--- src/common/asc_pkg.sv ---
// Constants, types and helpers shared by the async space timing block
// Operation
// RULE1 - Four chip-select spaces each own an independent configuration register.
// RULE2 - Accesses started after a configuration write use the new settings.
// RULE3 - Bit 31 picks normal mode (0) or select strobe mode (1).
// RULE4 - Bit 30 set enables extended wait cycles for the space.
// RULE5 - Software keeps extended wait off for spaces run as NAND flash.
// RULE6 - Software keeps extended wait off when no wait pin exists.
// RULE7 - With extended wait on, both strobe widths must be nonzero.
// RULE8 - Write setup lasts bits 29-26 plus one cycles.
// RULE9 - Write strobe lasts bits 25-20 plus one cycles.
// RULE10 - Write hold lasts bits 19-17 plus one cycles.
// RULE11 - Read setup lasts bits 16-13 plus one cycles.
// RULE12 - Read strobe lasts bits 12-7 plus one cycles.
// RULE13 - Read hold lasts bits 6-4 plus one cycles.
// RULE14 - At least turnaround field plus one cycles between accesses.
// RULE15 - No turnaround for same direction in the same space.
// RULE16 - Bits 1-0 pick 8-bit (0) or 16-bit (1) bus; 2,3 reserved.
// RULE17 - Reset gives maximum timings, normal mode, wait off, 8-bit bus.
// RULE18 - Raw bit 2 sets on a rising edge of the wait input.
// RULE19 - Raw bit 0 sets when extended wait exceeds the maximum count.
// RULE20 - Raw bits set regardless of the event enables.
// RULE21 - Writing 1 clears a raw bit and its masked copy; 0 does nothing.
// RULE22 - Raw bits 31-3 and 1 read zero; software writes them zero.
// RULE23 - Extended wait ends after at most (max count plus one) times 16 cycles.
// RULE24 - Wait polarity chooses low (0) or high (1) as waiting; resets to 1.
// RULE25 - Masked bit sets only for enabled events and pulses the interrupt line.
// RULE26 - Phases run setup, strobe, hold with address and select held stable.
package asc_pkg;

  localparam logic [7:0] OFS_WAIT_CFG = 8'h04;
  localparam logic [7:0] OFS_CFG0 = 8'h10;
  localparam logic [7:0] OFS_RAW = 8'h40;
  localparam logic [7:0] OFS_MASKED = 8'h44;
  localparam logic [7:0] OFS_EN_SET = 8'h48;
  localparam logic [7:0] OFS_EN_CLR = 8'h4c;

  localparam int POS_WPOL = 28;
  localparam int POS_EV_TIMEOUT = 0;
  localparam int POS_EV_RISE = 2;

  localparam logic [31:0] CFG_RESET = 32'h3ffffffc;
  localparam logic WPOL_RESET = 1'b1;
  localparam logic [7:0] MAX_WAIT_COUNT_RESET = 8'h80;
  localparam logic [1:0] BW_16 = 2'h1;
  localparam logic [12:0] WAIT_UNIT_CYCLES = 13'h10;
  localparam logic [2:0] GAP_MAX = 3'h4;

  typedef struct packed {
    logic ss;
    logic ew;
    logic [3:0] wsu;
    logic [5:0] wst;
    logic [2:0] whd;
    logic [3:0] rsu;
    logic [5:0] rst;
    logic [2:0] rhd;
    logic [1:0] ta;
    logic [1:0] bw;
  } asc_cfg_t;

  typedef enum logic [4:0] {
    S_IDLE = 5'b00001,
    S_TURN = 5'b00010,
    S_SETUP = 5'b00100,
    S_STROBE = 5'b01000,
    S_HOLD = 5'b10000
  } asc_state_t;

  // Field value of the given phase; the phase lasts this plus one cycles, plus any extended wait in strobe
  function automatic logic [5:0] asc_ph_fld(asc_cfg_t c, logic wr, asc_state_t s);
    logic [5:0] v;
    v = 6'h00;
    if (s == S_SETUP)
      v = wr ? {2'h0, c.wsu} : {2'h0, c.rsu};
    else if (s == S_STROBE)
      v = wr ? c.wst : c.rst;
    else if (s == S_HOLD)
      v = wr ? {3'h0, c.whd} : {3'h0, c.rhd};
    return v;
  endfunction

  function automatic logic [2:0] asc_ta3(logic [1:0] ta);
    return {1'b0, ta};
  endfunction

endpackage

--- src/common/asc_cfg_if.sv ---
// Link between the access controller and the configuration bank
`timescale 1ns/1ps
interface asc_cfg_if;
  import asc_pkg::*;
  logic wr;
  logic [1:0] wr_idx;
  asc_cfg_t wr_data;
  logic [1:0] rd_idx;
  asc_cfg_t rd_data;
  logic [1:0] acc_idx;
  asc_cfg_t acc_cfg;
  modport ctl (output wr, wr_idx, wr_data, rd_idx, acc_idx, input rd_data, acc_cfg);
  modport bank (input wr, wr_idx, wr_data, rd_idx, acc_idx, output rd_data, acc_cfg);
endinterface

--- src/design/asc_cfg_bank.sv ---
// Four per-space configuration registers with two read ports
`timescale 1ns/1ps
module asc_cfg_bank
  import asc_pkg::*;
(
  input wire logic i_ref_clk,
  input wire logic i_sys_rst,
  asc_cfg_if.bank cif
);

  asc_cfg_t cfg [4];

  always_ff @(posedge i_ref_clk)
  begin
    if (i_sys_rst)
    begin
      for (int i = 0; i < 4; i++)
        cfg[i] <= asc_cfg_t'(CFG_RESET); // RULE17
    end
    else if (cif.wr)
      cfg[cif.wr_idx] <= cif.wr_data; // RULE1
  end

  // Reads are combinational so register reads still answer in one cycle
  assign cif.rd_data = cfg[cif.rd_idx];
  assign cif.acc_cfg = cfg[cif.acc_idx];

  a_cfg_reset_val: assert property (@(posedge i_ref_clk) // RULE17
    i_sys_rst |=> (cfg[0] == CFG_RESET && cfg[3] == CFG_RESET))
    else $error("config register not at reset value");

  a_cfg_write_own: assert property (@(posedge i_ref_clk) disable iff (i_sys_rst) // RULE1
    cif.wr |=> cfg[$past(cif.wr_idx)] == $past(cif.wr_data))
    else $error("config write not stored in its own space");

endmodule

--- src/design/asc_top.sv ---
// Async memory space sequencer with per-space timing and raw event flags
`timescale 1ns/1ps
module asc_top
  import asc_pkg::*;
(
  input wire logic i_ref_clk,
  input wire logic i_sys_rst,
  input wire logic [7:0] i_reg_addr,
  input wire logic [31:0] i_reg_wdata,
  input wire logic i_reg_wr,
  input wire logic i_reg_rd,
  output logic [31:0] o_reg_rdata,
  input wire logic i_acc_req,
  input wire logic i_acc_write,
  input wire logic [1:0] i_acc_space,
  input wire logic [15:0] i_acc_addr,
  input wire logic [15:0] i_acc_wdata,
  output logic o_acc_busy,
  output logic o_acc_done,
  output logic [15:0] o_acc_rdata,
  output logic [3:0] o_em_cs_n,
  output logic o_em_we_n,
  output logic o_em_oe_n,
  output logic [15:0] o_em_addr,
  output logic [15:0] o_em_dout,
  output logic o_em_doe,
  output logic o_em_wide,
  input wire logic [15:0] i_em_din,
  input wire logic i_external_wait_input,
  output logic o_event_irq
);

  ////////////////////////////////////////////////////////////////////////////
  // Declarations

  asc_cfg_if cif ();

  asc_state_t st_q;
  asc_state_t next_st;
  asc_cfg_t cur;
  asc_cfg_t cfg_now;
  logic cur_wr;
  logic [1:0] cur_sp;
  logic [15:0] addr_q;
  logic [15:0] wdata_q;
  logic [5:0] cnt_q;
  logic [12:0] wcnt_q;
  logic [12:0] wlim;
  logic [2:0] gap_q;
  logic have_last;
  logic [1:0] last_sp;
  logic last_wr;
  logic turn_need;
  logic turn_q;
  logic wait_hold;
  logic to_ev;
  logic wait_s1;
  logic wait_s2;
  logic wait_s3;
  logic wait_act;
  logic rise_ev;
  logic [15:0] din_s1;
  logic [15:0] din_s2;
  logic wait_polarity;
  logic [7:0] max_wait_count;
  logic [1:0] raw_q;
  logic [1:0] msk_q;
  logic [1:0] en_q;
  logic [1:0] ev;
  logic [1:0] clr;
  logic take;
  logic active;
  logic cs_on;
  logic [12:0] ph_len;

  // Bit 0 of the pair is the timeout event, bit 1 the wait rise event
  function automatic logic [31:0] ev_pack(logic [1:0] v);
    logic [31:0] w;
    w = 32'h0;
    w[POS_EV_TIMEOUT] = v[0];
    w[POS_EV_RISE] = v[1];
    return w;
  endfunction

  function automatic logic [1:0] ev_unpack(logic [31:0] w);
    return {w[POS_EV_RISE], w[POS_EV_TIMEOUT]};
  endfunction

  function automatic logic is_cfg(logic [7:0] a);
    return a[7:4] == OFS_CFG0[7:4] && a[1:0] == 2'h0;
  endfunction

  ////////////////////////////////////////////////////////////////////////////
  // Configuration bank

  asc_cfg_bank u_bank (
    .i_ref_clk (i_ref_clk),
    .i_sys_rst (i_sys_rst),
    .cif (cif.bank)
  );

  assign cif.wr = i_reg_wr && is_cfg(i_reg_addr);
  assign cif.wr_idx = i_reg_addr[3:2];
  assign cif.wr_data = asc_cfg_t'(i_reg_wdata);
  assign cif.rd_idx = i_reg_addr[3:2];
  // Snapshot source: the requested space at take, else the running one
  assign cif.acc_idx = (st_q == S_IDLE) ? i_acc_space : cur_sp;

  ////////////////////////////////////////////////////////////////////////////
  // Wait configuration and pin synchronisers

  always_ff @(posedge i_ref_clk)
  begin
    if (i_sys_rst)
    begin
      wait_polarity <= WPOL_RESET; // RULE24
      max_wait_count <= MAX_WAIT_COUNT_RESET;
    end
    else if (i_reg_wr && i_reg_addr == OFS_WAIT_CFG)
    begin
      wait_polarity <= i_reg_wdata[POS_WPOL];
      max_wait_count <= i_reg_wdata[7:0];
    end
  end

  always_ff @(posedge i_ref_clk)
  begin
    if (i_sys_rst)
    begin
      wait_s1 <= 1'b0;
      wait_s2 <= 1'b0;
      wait_s3 <= 1'b0;
      din_s1 <= 16'h0000;
      din_s2 <= 16'h0000;
    end
    else
    begin
      wait_s1 <= i_external_wait_input;
      wait_s2 <= wait_s1;
      wait_s3 <= wait_s2;
      din_s1 <= i_em_din;
      din_s2 <= din_s1;
    end
  end

  assign rise_ev = wait_s2 && !wait_s3; // RULE18
  assign wait_act = (wait_s2 == wait_polarity); // RULE24
  assign wlim = 13'({max_wait_count, 4'h0}) + WAIT_UNIT_CYCLES; // RULE23

  ////////////////////////////////////////////////////////////////////////////
  // Access sequencer

  assign take = (st_q == S_IDLE) && i_acc_req;
  assign cfg_now = (st_q == S_IDLE) ? cif.acc_cfg : cur; // RULE2
  assign turn_need = have_last && (last_sp != i_acc_space || last_wr != i_acc_write); // RULE15
  assign wait_hold = cur.ew && wait_act && (wcnt_q != wlim); // RULE4
  assign to_ev = (st_q == S_STROBE) && (cnt_q == 6'h00) && cur.ew && wait_act
    && (wcnt_q == wlim); // RULE19

  always_comb
  begin
    next_st = st_q;
    unique case (st_q)
      S_IDLE:
        if (i_acc_req)
          next_st = (turn_need && gap_q < asc_ta3(cif.acc_cfg.ta)) ? S_TURN : S_SETUP; // RULE14
      S_TURN:
        if (gap_q >= asc_ta3(cur.ta))
          next_st = S_SETUP; // RULE14
      S_SETUP:
        if (cnt_q == 6'h00)
          next_st = S_STROBE; // RULE26
      S_STROBE:
        if (cnt_q == 6'h00 && !wait_hold)
          next_st = S_HOLD; // RULE23
      S_HOLD:
        if (cnt_q == 6'h00)
          next_st = S_IDLE;
      default:
        next_st = S_IDLE;
    endcase
  end

  always_ff @(posedge i_ref_clk)
  begin
    if (i_sys_rst)
      st_q <= S_IDLE;
    else
      st_q <= next_st;
  end

  // Snapshot at take keeps settings and address stable through the access
  always_ff @(posedge i_ref_clk)
  begin
    if (i_sys_rst)
    begin
      cur <= asc_cfg_t'(CFG_RESET);
      cur_wr <= 1'b0;
      cur_sp <= 2'h0;
      addr_q <= 16'h0000;
      wdata_q <= 16'h0000;
      turn_q <= 1'b0;
    end
    else if (take)
    begin
      cur <= cif.acc_cfg; // RULE1 RULE2
      cur_wr <= i_acc_write;
      cur_sp <= i_acc_space;
      addr_q <= i_acc_addr; // RULE26
      wdata_q <= i_acc_wdata;
      turn_q <= turn_need;
    end
  end

  // Phase counter loads the field and counts down to zero
  always_ff @(posedge i_ref_clk)
  begin
    if (i_sys_rst)
      cnt_q <= 6'h00;
    else if (st_q != S_SETUP && next_st == S_SETUP)
      cnt_q <= asc_ph_fld(cfg_now, take ? i_acc_write : cur_wr, S_SETUP); // RULE8 RULE11
    else if (st_q == S_SETUP && next_st == S_STROBE)
      cnt_q <= asc_ph_fld(cur, cur_wr, S_STROBE); // RULE9 RULE12
    else if (st_q == S_STROBE && next_st == S_HOLD)
      cnt_q <= asc_ph_fld(cur, cur_wr, S_HOLD); // RULE10 RULE13
    else if (cnt_q != 6'h00)
      cnt_q <= cnt_q - 6'h01;
  end

  always_ff @(posedge i_ref_clk)
  begin
    if (i_sys_rst || st_q != S_STROBE)
      wcnt_q <= 13'h0000;
    else if (cnt_q == 6'h00 && wait_hold)
      wcnt_q <= wcnt_q + 13'h0001; // RULE23
  end

  // Gap saturates; it only has to reach the largest turnaround
  always_ff @(posedge i_ref_clk)
  begin
    if (i_sys_rst)
    begin
      gap_q <= GAP_MAX;
      have_last <= 1'b0;
      last_sp <= 2'h0;
      last_wr <= 1'b0;
    end
    else if (st_q == S_HOLD)
    begin
      gap_q <= 3'h0; // RULE14
      have_last <= 1'b1;
      last_sp <= cur_sp;
      last_wr <= cur_wr;
    end
    else if (gap_q != GAP_MAX)
      gap_q <= gap_q + 3'h1;
  end

  always_ff @(posedge i_ref_clk)
  begin
    if (i_sys_rst)
    begin
      o_acc_busy <= 1'b0;
      o_acc_done <= 1'b0;
      o_acc_rdata <= 16'h0000;
    end
    else
    begin
      o_acc_done <= (st_q == S_HOLD) && (next_st == S_IDLE);
      if (take)
        o_acc_busy <= 1'b1;
      else if (st_q == S_HOLD && next_st == S_IDLE)
        o_acc_busy <= 1'b0;
      if (st_q == S_STROBE && next_st == S_HOLD && !cur_wr)
        o_acc_rdata <= (cur.bw == BW_16) ? din_s2 : {8'h00, din_s2[7:0]}; // RULE16
    end
  end

  ////////////////////////////////////////////////////////////////////////////
  // Memory pins, one cycle behind the sequencer state

  assign active = (st_q == S_SETUP) || (st_q == S_STROBE) || (st_q == S_HOLD);
  assign cs_on = active && (!cur.ss || st_q == S_STROBE); // RULE3

  always_ff @(posedge i_ref_clk)
  begin
    if (i_sys_rst)
    begin
      o_em_cs_n <= 4'hf;
      o_em_we_n <= 1'b1;
      o_em_oe_n <= 1'b1;
      o_em_doe <= 1'b0;
      o_em_addr <= 16'h0000;
      o_em_dout <= 16'h0000;
      o_em_wide <= 1'b0;
    end
    else
    begin
      o_em_cs_n <= cs_on ? ~(4'h1 << cur_sp) : 4'hf; // RULE26
      o_em_we_n <= !(st_q == S_STROBE && cur_wr);
      o_em_oe_n <= !(st_q == S_STROBE && !cur_wr);
      o_em_doe <= active && cur_wr;
      o_em_addr <= addr_q;
      // Reserved widths fall back to the narrow bus
      o_em_dout <= (cur.bw == BW_16) ? wdata_q : {8'h00, wdata_q[7:0]}; // RULE16
      o_em_wide <= (cur.bw == BW_16);
    end
  end

  ////////////////////////////////////////////////////////////////////////////
  // Event flags

  assign ev = {rise_ev, to_ev};
  assign clr = (i_reg_wr && (i_reg_addr == OFS_RAW || i_reg_addr == OFS_MASKED))
    ? ev_unpack(i_reg_wdata) : 2'h0;

  // Set beats clear so an event in the clearing cycle is kept
  always_ff @(posedge i_ref_clk)
  begin
    if (i_sys_rst)
    begin
      raw_q <= 2'h0;
      msk_q <= 2'h0;
      o_event_irq <= 1'b0;
    end
    else
    begin
      raw_q <= ev | (raw_q & ~clr); // RULE20 RULE21
      msk_q <= (ev & en_q) | (msk_q & ~clr); // RULE25 RULE21
      o_event_irq <= |(ev & en_q); // RULE25
    end
  end

  always_ff @(posedge i_ref_clk)
  begin
    if (i_sys_rst)
      en_q <= 2'h0;
    else if (i_reg_wr && i_reg_addr == OFS_EN_SET)
      en_q <= en_q | ev_unpack(i_reg_wdata);
    else if (i_reg_wr && i_reg_addr == OFS_EN_CLR)
      en_q <= en_q & ~ev_unpack(i_reg_wdata);
  end

  ////////////////////////////////////////////////////////////////////////////
  // Register read port

  always_ff @(posedge i_ref_clk)
  begin
    if (i_sys_rst || !i_reg_rd)
      o_reg_rdata <= 32'h0;
    else if (is_cfg(i_reg_addr))
      o_reg_rdata <= 32'(cif.rd_data);
    else if (i_reg_addr == OFS_WAIT_CFG)
      o_reg_rdata <= {3'h0, wait_polarity, 20'h0, max_wait_count};
    else if (i_reg_addr == OFS_RAW)
      o_reg_rdata <= ev_pack(raw_q); // RULE22
    else if (i_reg_addr == OFS_MASKED)
      o_reg_rdata <= ev_pack(msk_q);
    else if (i_reg_addr == OFS_EN_SET || i_reg_addr == OFS_EN_CLR)
      o_reg_rdata <= ev_pack(en_q);
    else
      o_reg_rdata <= 32'h0;
  end

  ////////////////////////////////////////////////////////////////////////////
  // Checks

  always_ff @(posedge i_ref_clk)
  begin
    if (i_sys_rst || st_q != next_st)
      ph_len <= 13'h0000;
    else
      ph_len <= ph_len + 13'h0001;
  end

  a_setup_width: assert property (@(posedge i_ref_clk) disable iff (i_sys_rst) // RULE8 RULE11
    (st_q == S_STROBE && $past(st_q) == S_SETUP)
      |-> $past(ph_len) == {7'h00, asc_ph_fld(cur, cur_wr, S_SETUP)})
    else $error("setup phase length wrong");

  a_strobe_width: assert property (@(posedge i_ref_clk) disable iff (i_sys_rst) // RULE9 RULE12
    (st_q == S_HOLD && $past(st_q) == S_STROBE && !cur.ew)
      |-> $past(ph_len) == {7'h00, asc_ph_fld(cur, cur_wr, S_STROBE)})
    else $error("strobe phase length wrong");

  a_hold_width: assert property (@(posedge i_ref_clk) disable iff (i_sys_rst) // RULE10 RULE13
    (st_q == S_IDLE && $past(st_q) == S_HOLD)
      |-> $past(ph_len) == {7'h00, asc_ph_fld(cur, cur_wr, S_HOLD)})
    else $error("hold phase length wrong");

  a_turn_gap_min: assert property (@(posedge i_ref_clk) disable iff (i_sys_rst) // RULE14
    (st_q == S_SETUP && $past(st_q) != S_SETUP && turn_q)
      |-> $past(gap_q) >= asc_ta3(cur.ta))
    else $error("turnaround gap too short");

  a_same_dir_skip: assert property (@(posedge i_ref_clk) disable iff (i_sys_rst) // RULE15
    (take && have_last && !turn_need) |=> st_q == S_SETUP)
    else $error("turnaround inserted for same direction");

  a_wait_bound: assert property (@(posedge i_ref_clk) disable iff (i_sys_rst) // RULE23
    st_q == S_STROBE |-> wcnt_q <= wlim)
    else $error("extended wait exceeded limit");

  a_timeout_flag: assert property (@(posedge i_ref_clk) disable iff (i_sys_rst) // RULE19
    to_ev |=> raw_q[0] && st_q == S_HOLD)
    else $error("timeout not flagged");

  a_no_ext_wait: assert property (@(posedge i_ref_clk) disable iff (i_sys_rst) // RULE4
    (st_q == S_STROBE && cnt_q == 6'h00 && !cur.ew) |=> st_q == S_HOLD)
    else $error("wait inserted while disabled");

  a_rise_flag: assert property (@(posedge i_ref_clk) disable iff (i_sys_rst) // RULE18
    rise_ev |=> raw_q[1])
    else $error("wait rise not flagged");

  a_raw_clear: assert property (@(posedge i_ref_clk) disable iff (i_sys_rst) // RULE21
    (clr[0] && !ev[0]) |=> !raw_q[0] && !msk_q[0])
    else $error("write one did not clear flags");

  a_mask_gate: assert property (@(posedge i_ref_clk) disable iff (i_sys_rst) // RULE25
    $rose(msk_q[1]) |-> $past(en_q[1]) && o_event_irq)
    else $error("masked flag set while disabled");

  a_rsv_zero: assert property (@(posedge i_ref_clk) disable iff (i_sys_rst) // RULE22
    (i_reg_rd && i_reg_addr == OFS_RAW) |=> o_reg_rdata[31:3] == 29'h0 && !o_reg_rdata[1])
    else $error("reserved raw bits not zero");

  a_ss_cs_idle: assert property (@(posedge i_ref_clk) disable iff (i_sys_rst) // RULE3
    (st_q == S_SETUP && cur.ss) |=> o_em_cs_n == 4'hf)
    else $error("select strobe mode asserted select in setup");

  c_read_access: cover property (@(posedge i_ref_clk) o_acc_done && !cur_wr);
  c_turn_used: cover property (@(posedge i_ref_clk) st_q == S_TURN);
  c_timeout: cover property (@(posedge i_ref_clk) to_ev);
  c_rise_masked: cover property (@(posedge i_ref_clk) rise_ev && en_q[1]);

endmodule

--- config.mk ---
export PLATFORM = sky130hd
export DESIGN_NAME = asc_top
export DESIGN_NICKNAME = d
export VERILOG_FILES = /design/src/common/asc_pkg.sv /design/src/common/asc_cfg_if.sv /design/src/design/asc_cfg_bank.sv /design/src/design/asc_top.sv
export SDC_FILE = /design/constraint.sdc
export NUM_CORES = 1
export LEC_CHECK = 0
export ABC_AREA = 1
export BUFFER_PORTS_ARGS = -buffer_cell sky130_fd_sc_hd__buf_2
export CORE_ASPECT_RATIO = 1.2
export CORE_MARGIN = 2
export CORE_UTILIZATION = 30
export CTS_CLUSTER_DIAMETER = 50
export DETAILED_ROUTE_END_ITERATION = 8
export PLACE_DENSITY_LB_ADDON = 0.25
export SYNTH_ARGS = -nofsm -noshare
export SYNTH_HDL_FRONTEND = slang
export SYNTH_SLANG_ARGS = --single-unit
--- constraint.sdc ---
create_clock -name i_ref_clk -period 7.7 [get_ports i_ref_clk]
set_input_delay 1.155 -clock i_ref_clk [delete_from_list [all_inputs] [get_ports i_ref_clk]]
set_output_delay 1.155 -clock i_ref_clk [all_outputs]
set_load 0.005 [all_outputs]
**After elaboration in Yosys (flattened, before gate mapping)**

Memory sizes are Yosys's and may differ from the RTL's.
Cells that the tools add are included.

- Input bits: 97
- Memories kept: 1
- Logic and storage cells: 181
- Register bits: 239
- Memory bits (writable): 128
- Output and inout port bits: 91

- Reductions and logical operators: 54
- Bitwise gates (word level): 12
- Add/subtract/negate cells: 4
- Magnitude comparators: 2
- Equal/unequal tests: 24
- Multiplexer cells: 38
- Shift operators: 1

Memory list:

| name | depth | bits a word | rd ports | clocked after memory_dff | write ports | line | RTL |
|---|---|---|---|---|---|---|---|
| u_bank.cfg | 4 | 32 | 2 | 0 | 4 | asc_cfg_bank.sv:11 | `asc_cfg_t cfg [4];` |

Operators with widths:

| operator | count |
|---|---|
| 32-bit 2-to-1 mux | 2 |
| 8-bit by 7-bit equality test with 1-bit output (second input constant) | 4 |
| 32-bit OR reduction | 1 |
| 30-bit 2-to-1 mux | 1 |
| 6-bit 2-to-1 mux | 5 |
| 29-bit 2-to-1 mux | 1 |
| 1-bit logical AND | 27 |
| 5-bit 2-to-1 mux | 5 |
| 5-bit one-hot mux with 5 select lines | 1 |
| 3-bit 2-to-1 mux | 7 |
| 16-bit 2-to-1 mux | 1 |
| 12-bit by 5-bit adder with 13-bit output (second input constant) | 1 |
| 13-bit by 1-bit adder with 13-bit output (second input constant) | 1 |
| 13-bit equality test | 1 |
| 13-bit inequality test | 1 |
| 5-bit by 1-bit equality test with 1-bit output (second input constant) | 2 |
| 5-bit by 3-bit equality test with 1-bit output (second input constant) | 2 |
| 5-bit by 4-bit equality test with 1-bit output (second input constant) | 2 |
| 5-bit equality test (second input constant) | 2 |
| 2-bit 2-to-1 mux | 5 |
| 1-bit 2-to-1 mux | 9 |
| 2-bit AND | 4 |
| 8-bit by 3-bit equality test with 1-bit output (second input constant) | 1 |
| 1-bit logical OR | 8 |
| other kinds (26) | 41 |

**Depth between registers and ports, before layout**

An unclocked memory read counts as a cell.

- Depth in word-level cells: 13
- Mapped depth: 23
- Depth with buffers taken out: 20

**Cells and area by module**

Synthesis repeated with hierarchy kept, for this count alone.

- Cells, all modules: 2,107
- Area total of the unflattened synthesis: 16,462.0 um^2

Modules (own cells, without submodules):

| module | instances | seq. area each (um^2) | cells each | area an instance (um^2) |
|---|---|---|---|---|
| asc_top | 1 | 4,784.6 | 1,163 | 9,112.5 |
| asc_cfg_bank | 1 | 3,843.7 | 944 | 7,349.5 |

**Least setup slack after synthesis**

No wires, ideal clock.

- Path type: in2reg
- From: input i_reg_addr[1]
- To: memory u_bank.cfg[1][0] in the netlist's numbering, enable pin
- Stages: 7
- Setup time: 0.466 ns
- Slack: 3.113 ns
- Required time: 7.234 ns
- Buffers on the path: 0
- Arrival: 4.122 ns
- Cell sequence: nor2_1 inv_1 nor4_2 inv_1 nor2_1 inv_1 o21ai_0

RTL lines:

| element | line | RTL |
|---|---|---|
| start: declaration | asc_top.sv:8 | `input wire logic [7:0] i_reg_addr,` |
| end: declaration | asc_cfg_bank.sv:11 |  |

==> metrics.cfg <==
[logic_synthesis]
netlist_instances=1788
post_synth_top_flop=dfxtp_1
netlist_top_cells_area=dfxtp_1 (31%), edfxtp_1 (25%), nand2_1 (9.2%), inv_1 (5.1%), a21oi_1 (4.3%)
synth_edf_count=128
synthesis.yosys.warnings=0
netlist.area_leader.share_pct=31.2
ys_ff_latch=367
synthesis.area_per_instance_sq_um=8.57
netlist_area_sq_um=15300
synth-compound-area-share_pct=12.3
synth_cell_types=57
yosys-mux-area-fraction_pct=0.196
synth-seq-area-share_pct=56.3
post_synthesis_xor_xnor_area_fraction_pct=1.09
synthArstFlopShare_pct=0
synth.largest_area_cell=dfxtp_1
dominant_combinational_cell_family_by_area_after_synthesis=simple AND/OR/NAND/NOR gates
synth.net_count=1895
synthSimpleGateAreaFrac_pct=21.0
synth_adder_area_share_pct=0.817

[global_route]
grt_pass1_wl_um=66200
grt_usage_pct=15.9
grt_remaining_overflow=0
largest_net_degree_at_the_start_of_global_routing=105
number_of_antenna_violations_at_the_first_check_in_global_routing=0
grt_pass1_vias=11900

[route]
detailedRoute.firstIterationViolations=906
dr_wl_met3_um=2620
drtAntennaViolNets=0
route.layer.met1.wl_um=18500
vias_per_cell=4.77
vias=12500
post-route-drc-count=0
first_pass_iters=5
met2RoutedLength_um=20500
finalWirelength_um=43100
route.detailed.wl_per_inst_um=16.4
highest-signal-layer=met4

[critical_path]
worstSetupEndpointType=flop
cp_data_required_time_ps=7900
critical_path.cell_chain=buf_2 > nor2_1 > inv_1 > nor4_2 > inv_1 > nor2_1 > inv_1 > nor2_4 > buf_4 > inv_1 > nor2_2 > inv_1 > nand2_2
worst_path_largest_cell_delay_ps=920
timing.setup.critical_path_class=in -> reg
worst_setup_path_start=i_reg_addr[1]
critical_path_peak_fanout=74
critical_path.startpoint_type=input port
r2r_slack_ps=4360
path_common_cell=inv_1
arrival_ps=5000
worst_r2r_startpoint=st_q[2]
critPathSlowestCell=nor2_2

[cts]
cts.sink_count=367
clk_latency_ps=580
clock_path_buffers=3
clock_tree_from_tritoncts=built
postCtsSetupRepairBufs=0
clock_tree.htree_level_count=2
numCtsBuffers=45
hold_buffers=0
ctsResizeCount=0
cts.reportedPaths.clkPinSlew_ps=60
cts_root_buffer=clkbuf_16

[power]
vdd_drop_max_uv=141
power_mw=5.13
combPwrFrac_pct=14.7
seqPwrFrac_pct=42.6
power.density_cell_area_nw_per_um2=280
lkg_pwr_nw=7.51
power.internal_mw=3.69
netSwitchingPower_mw=1.44
clock_power_share_pct=42.7
switching_share_pct=28.2

[finish]
insertedDiodeCount=0
drive_gt1_share_pct=16.8
area_delta_synth_final_pct=19.8
nets=2052

[run]
timing.max_cap.violations=0

[place]
place.gp.congestion=0.796
port_buffers=187
post-dp-hpwl_um=27500
pre_cts_ws_ps=2270

[die]
count_of_boundary_i_o_pins=188
core_area_sq_um=50300
initial_core_util_pct=30.4
die_w_um=210
die-height_um=252
die_area_sq_um=52900
floorplan.rows=90

[sta]
max_slew.worst_pin.slew_ps=1130
timing.final.crit_period_ps=4800
setup-violations-final=0
fin_crit_sh_pct=62.4
drv_slew=0
achievable-frequency_mhz=208
finalHoldViolCount=0
timing.max_slew.rel_slack_pct=24.6
layout_setup_ws_ps=2900
final.hold.worst_slack_ps=393
setup_tns_ps=0
grt_setup_unrepaired=no
clock-skew-final_ps=23.0

[outcome]
run_status=complete, no violations

[worst_hold_path]
min_from=din_s1[2]
holdCritPathClass=reg -> reg

## worst paths after layout
| kind | depth (start not counted) | endpoint |
|---|---|---|
| setup / recovery | 13 | u_bank.cfg[0][18] |
| setup reg to reg | 13 | cnt_q[1] |
| hold reg to reg | 2 | din_s2[2] |
| hold / removal | 2 | din_s2[2] |
## cells in the mapped netlist (11+ instances only)
cell	number
a21oi_1	132
a221oi_1	11
a41oi_1	16
buf_2	24
clkbuf_1	53
dfxtp_1	239
edfxtp_1	128
inv_1	210
inv_2	13
nand2_1	375
nand3_1	127
nor2_1	175
nor3_1	12
o21ai_0	109
o21ai_1	16
o22ai_1	18
## sequential cells by signal (all words and copies together), names as in the netlist, 2 cells and up, named ones only
name and cells:
u_bank.cfg 128, cur 32, o_reg_rdata 32, addr_q 16, din_s1 16, din_s2 16, o_acc_rdata 16, o_em_addr 16
o_em_dout 16, wdata_q 16, wcnt_q 13, max_wait_count 8, cnt_q 6, st_q 5, o_em_cs_n 4, gap_q 3
cur_sp 2, last_sp 2, msk_q 2, raw_q 2
## final cells by class
type | count | area [sq um]
Fill cell | 5141 | 32000
Sequential cell | 367 | 8630
Multi-Input combinational cell | 1105 | 5480
Clock buffer | 63 | 1290
Timing Repair Buffer | 201 | 1040
Inverter | 225 | 846
Tap cell | 644 | 806
Clock inverter | 18 | 258
## stage by stage
stage	utilization [%]	cells	cell area [sq um]
5_1_grt	36.5	2623	18300
6_report	36.5	2623	18300
2_1_floorplan	-	1788	15300
3_5_place_dp	33.4	2542	16800
4_1_cts	36.5	2623	18300
3_3_place_gp	33.4	2542	16800
## layer usage
| metal | global-route usage (%) | vias to the layer above |
|---|---|---|
| met3 | 3.07 | 89 |
| met2 | 27.0 | 408 |
| met5 | 0 | - |
| met1 | 19.7 | 5826 |
| li1 | - | 6186 |
| met4 | 6.50 | 0 |
## cells in the final DEF (no fill, tap or decap), types with 4 or more instances in the layout
| cell type | Yosys | routed |
|---|---|---|
| xnor2_1 | 9 | 9 |
| buf_4 | 5 | 15 |
| nand2_1 | 375 | 372 |
| a221oi_1 | 11 | 11 |
| edfxtp_1 | 128 | 128 |
| dfxtp_1 | 239 | 239 |
| a41oi_1 | 16 | 16 |
| o21ai_1 | 16 | 16 |
| clkbuf_1 | 53 | 12 |
| inv_1 | 210 | 209 |
| o22ai_1 | 18 | 18 |
| ha_1 | 10 | 10 |
| clkbuf_16 | 0 | 48 |
| xor2_1 | 10 | 10 |
| o211ai_1 | 10 | 10 |
| nand3_1 | 127 | 127 |
| o21ai_0 | 109 | 107 |
| nor2_1 | 175 | 169 |
| bufinv_16 | 0 | 4 |
| nand2_4 | 5 | 6 |
| nor3_1 | 12 | 12 |
| inv_6 | 0 | 4 |
| nor2_2 | 6 | 10 |
| buf_2 | 24 | 186 |
| a21oi_1 | 132 | 132 |
| inv_2 | 13 | 14 |
| nand2_2 | 9 | 11 |
| nand4_1 | 8 | 8 |
## critical path: cells and delay by family
family / cells / cell delay [ps]
buffers and inverters: 7 / 1460
and+or+nand+nor: 6 / 2340
## power by group through the flow
stage	registers, mW	clock network, mW	logic [mW]
after floorplan	2.21	0	0.544
after global placement	2.22	0	0.745
after detailed placement	2.23	0	0.750
after CTS	2.19	2.25	0.755
after global routing	2.20	2.32	0.847
final	2.19	2.19	0.754
## cell families after synthesis
family / count (synthesis)
and+or+nand+nor: 739
adders and majority gates: 10
muxes: 3
DFF: 367
xor gates and xnor gates: 19
AOI/OAI and AO/OA: 334
buffers and inverters: 316
No activity file was read; power rests on OpenSTA's default activity.
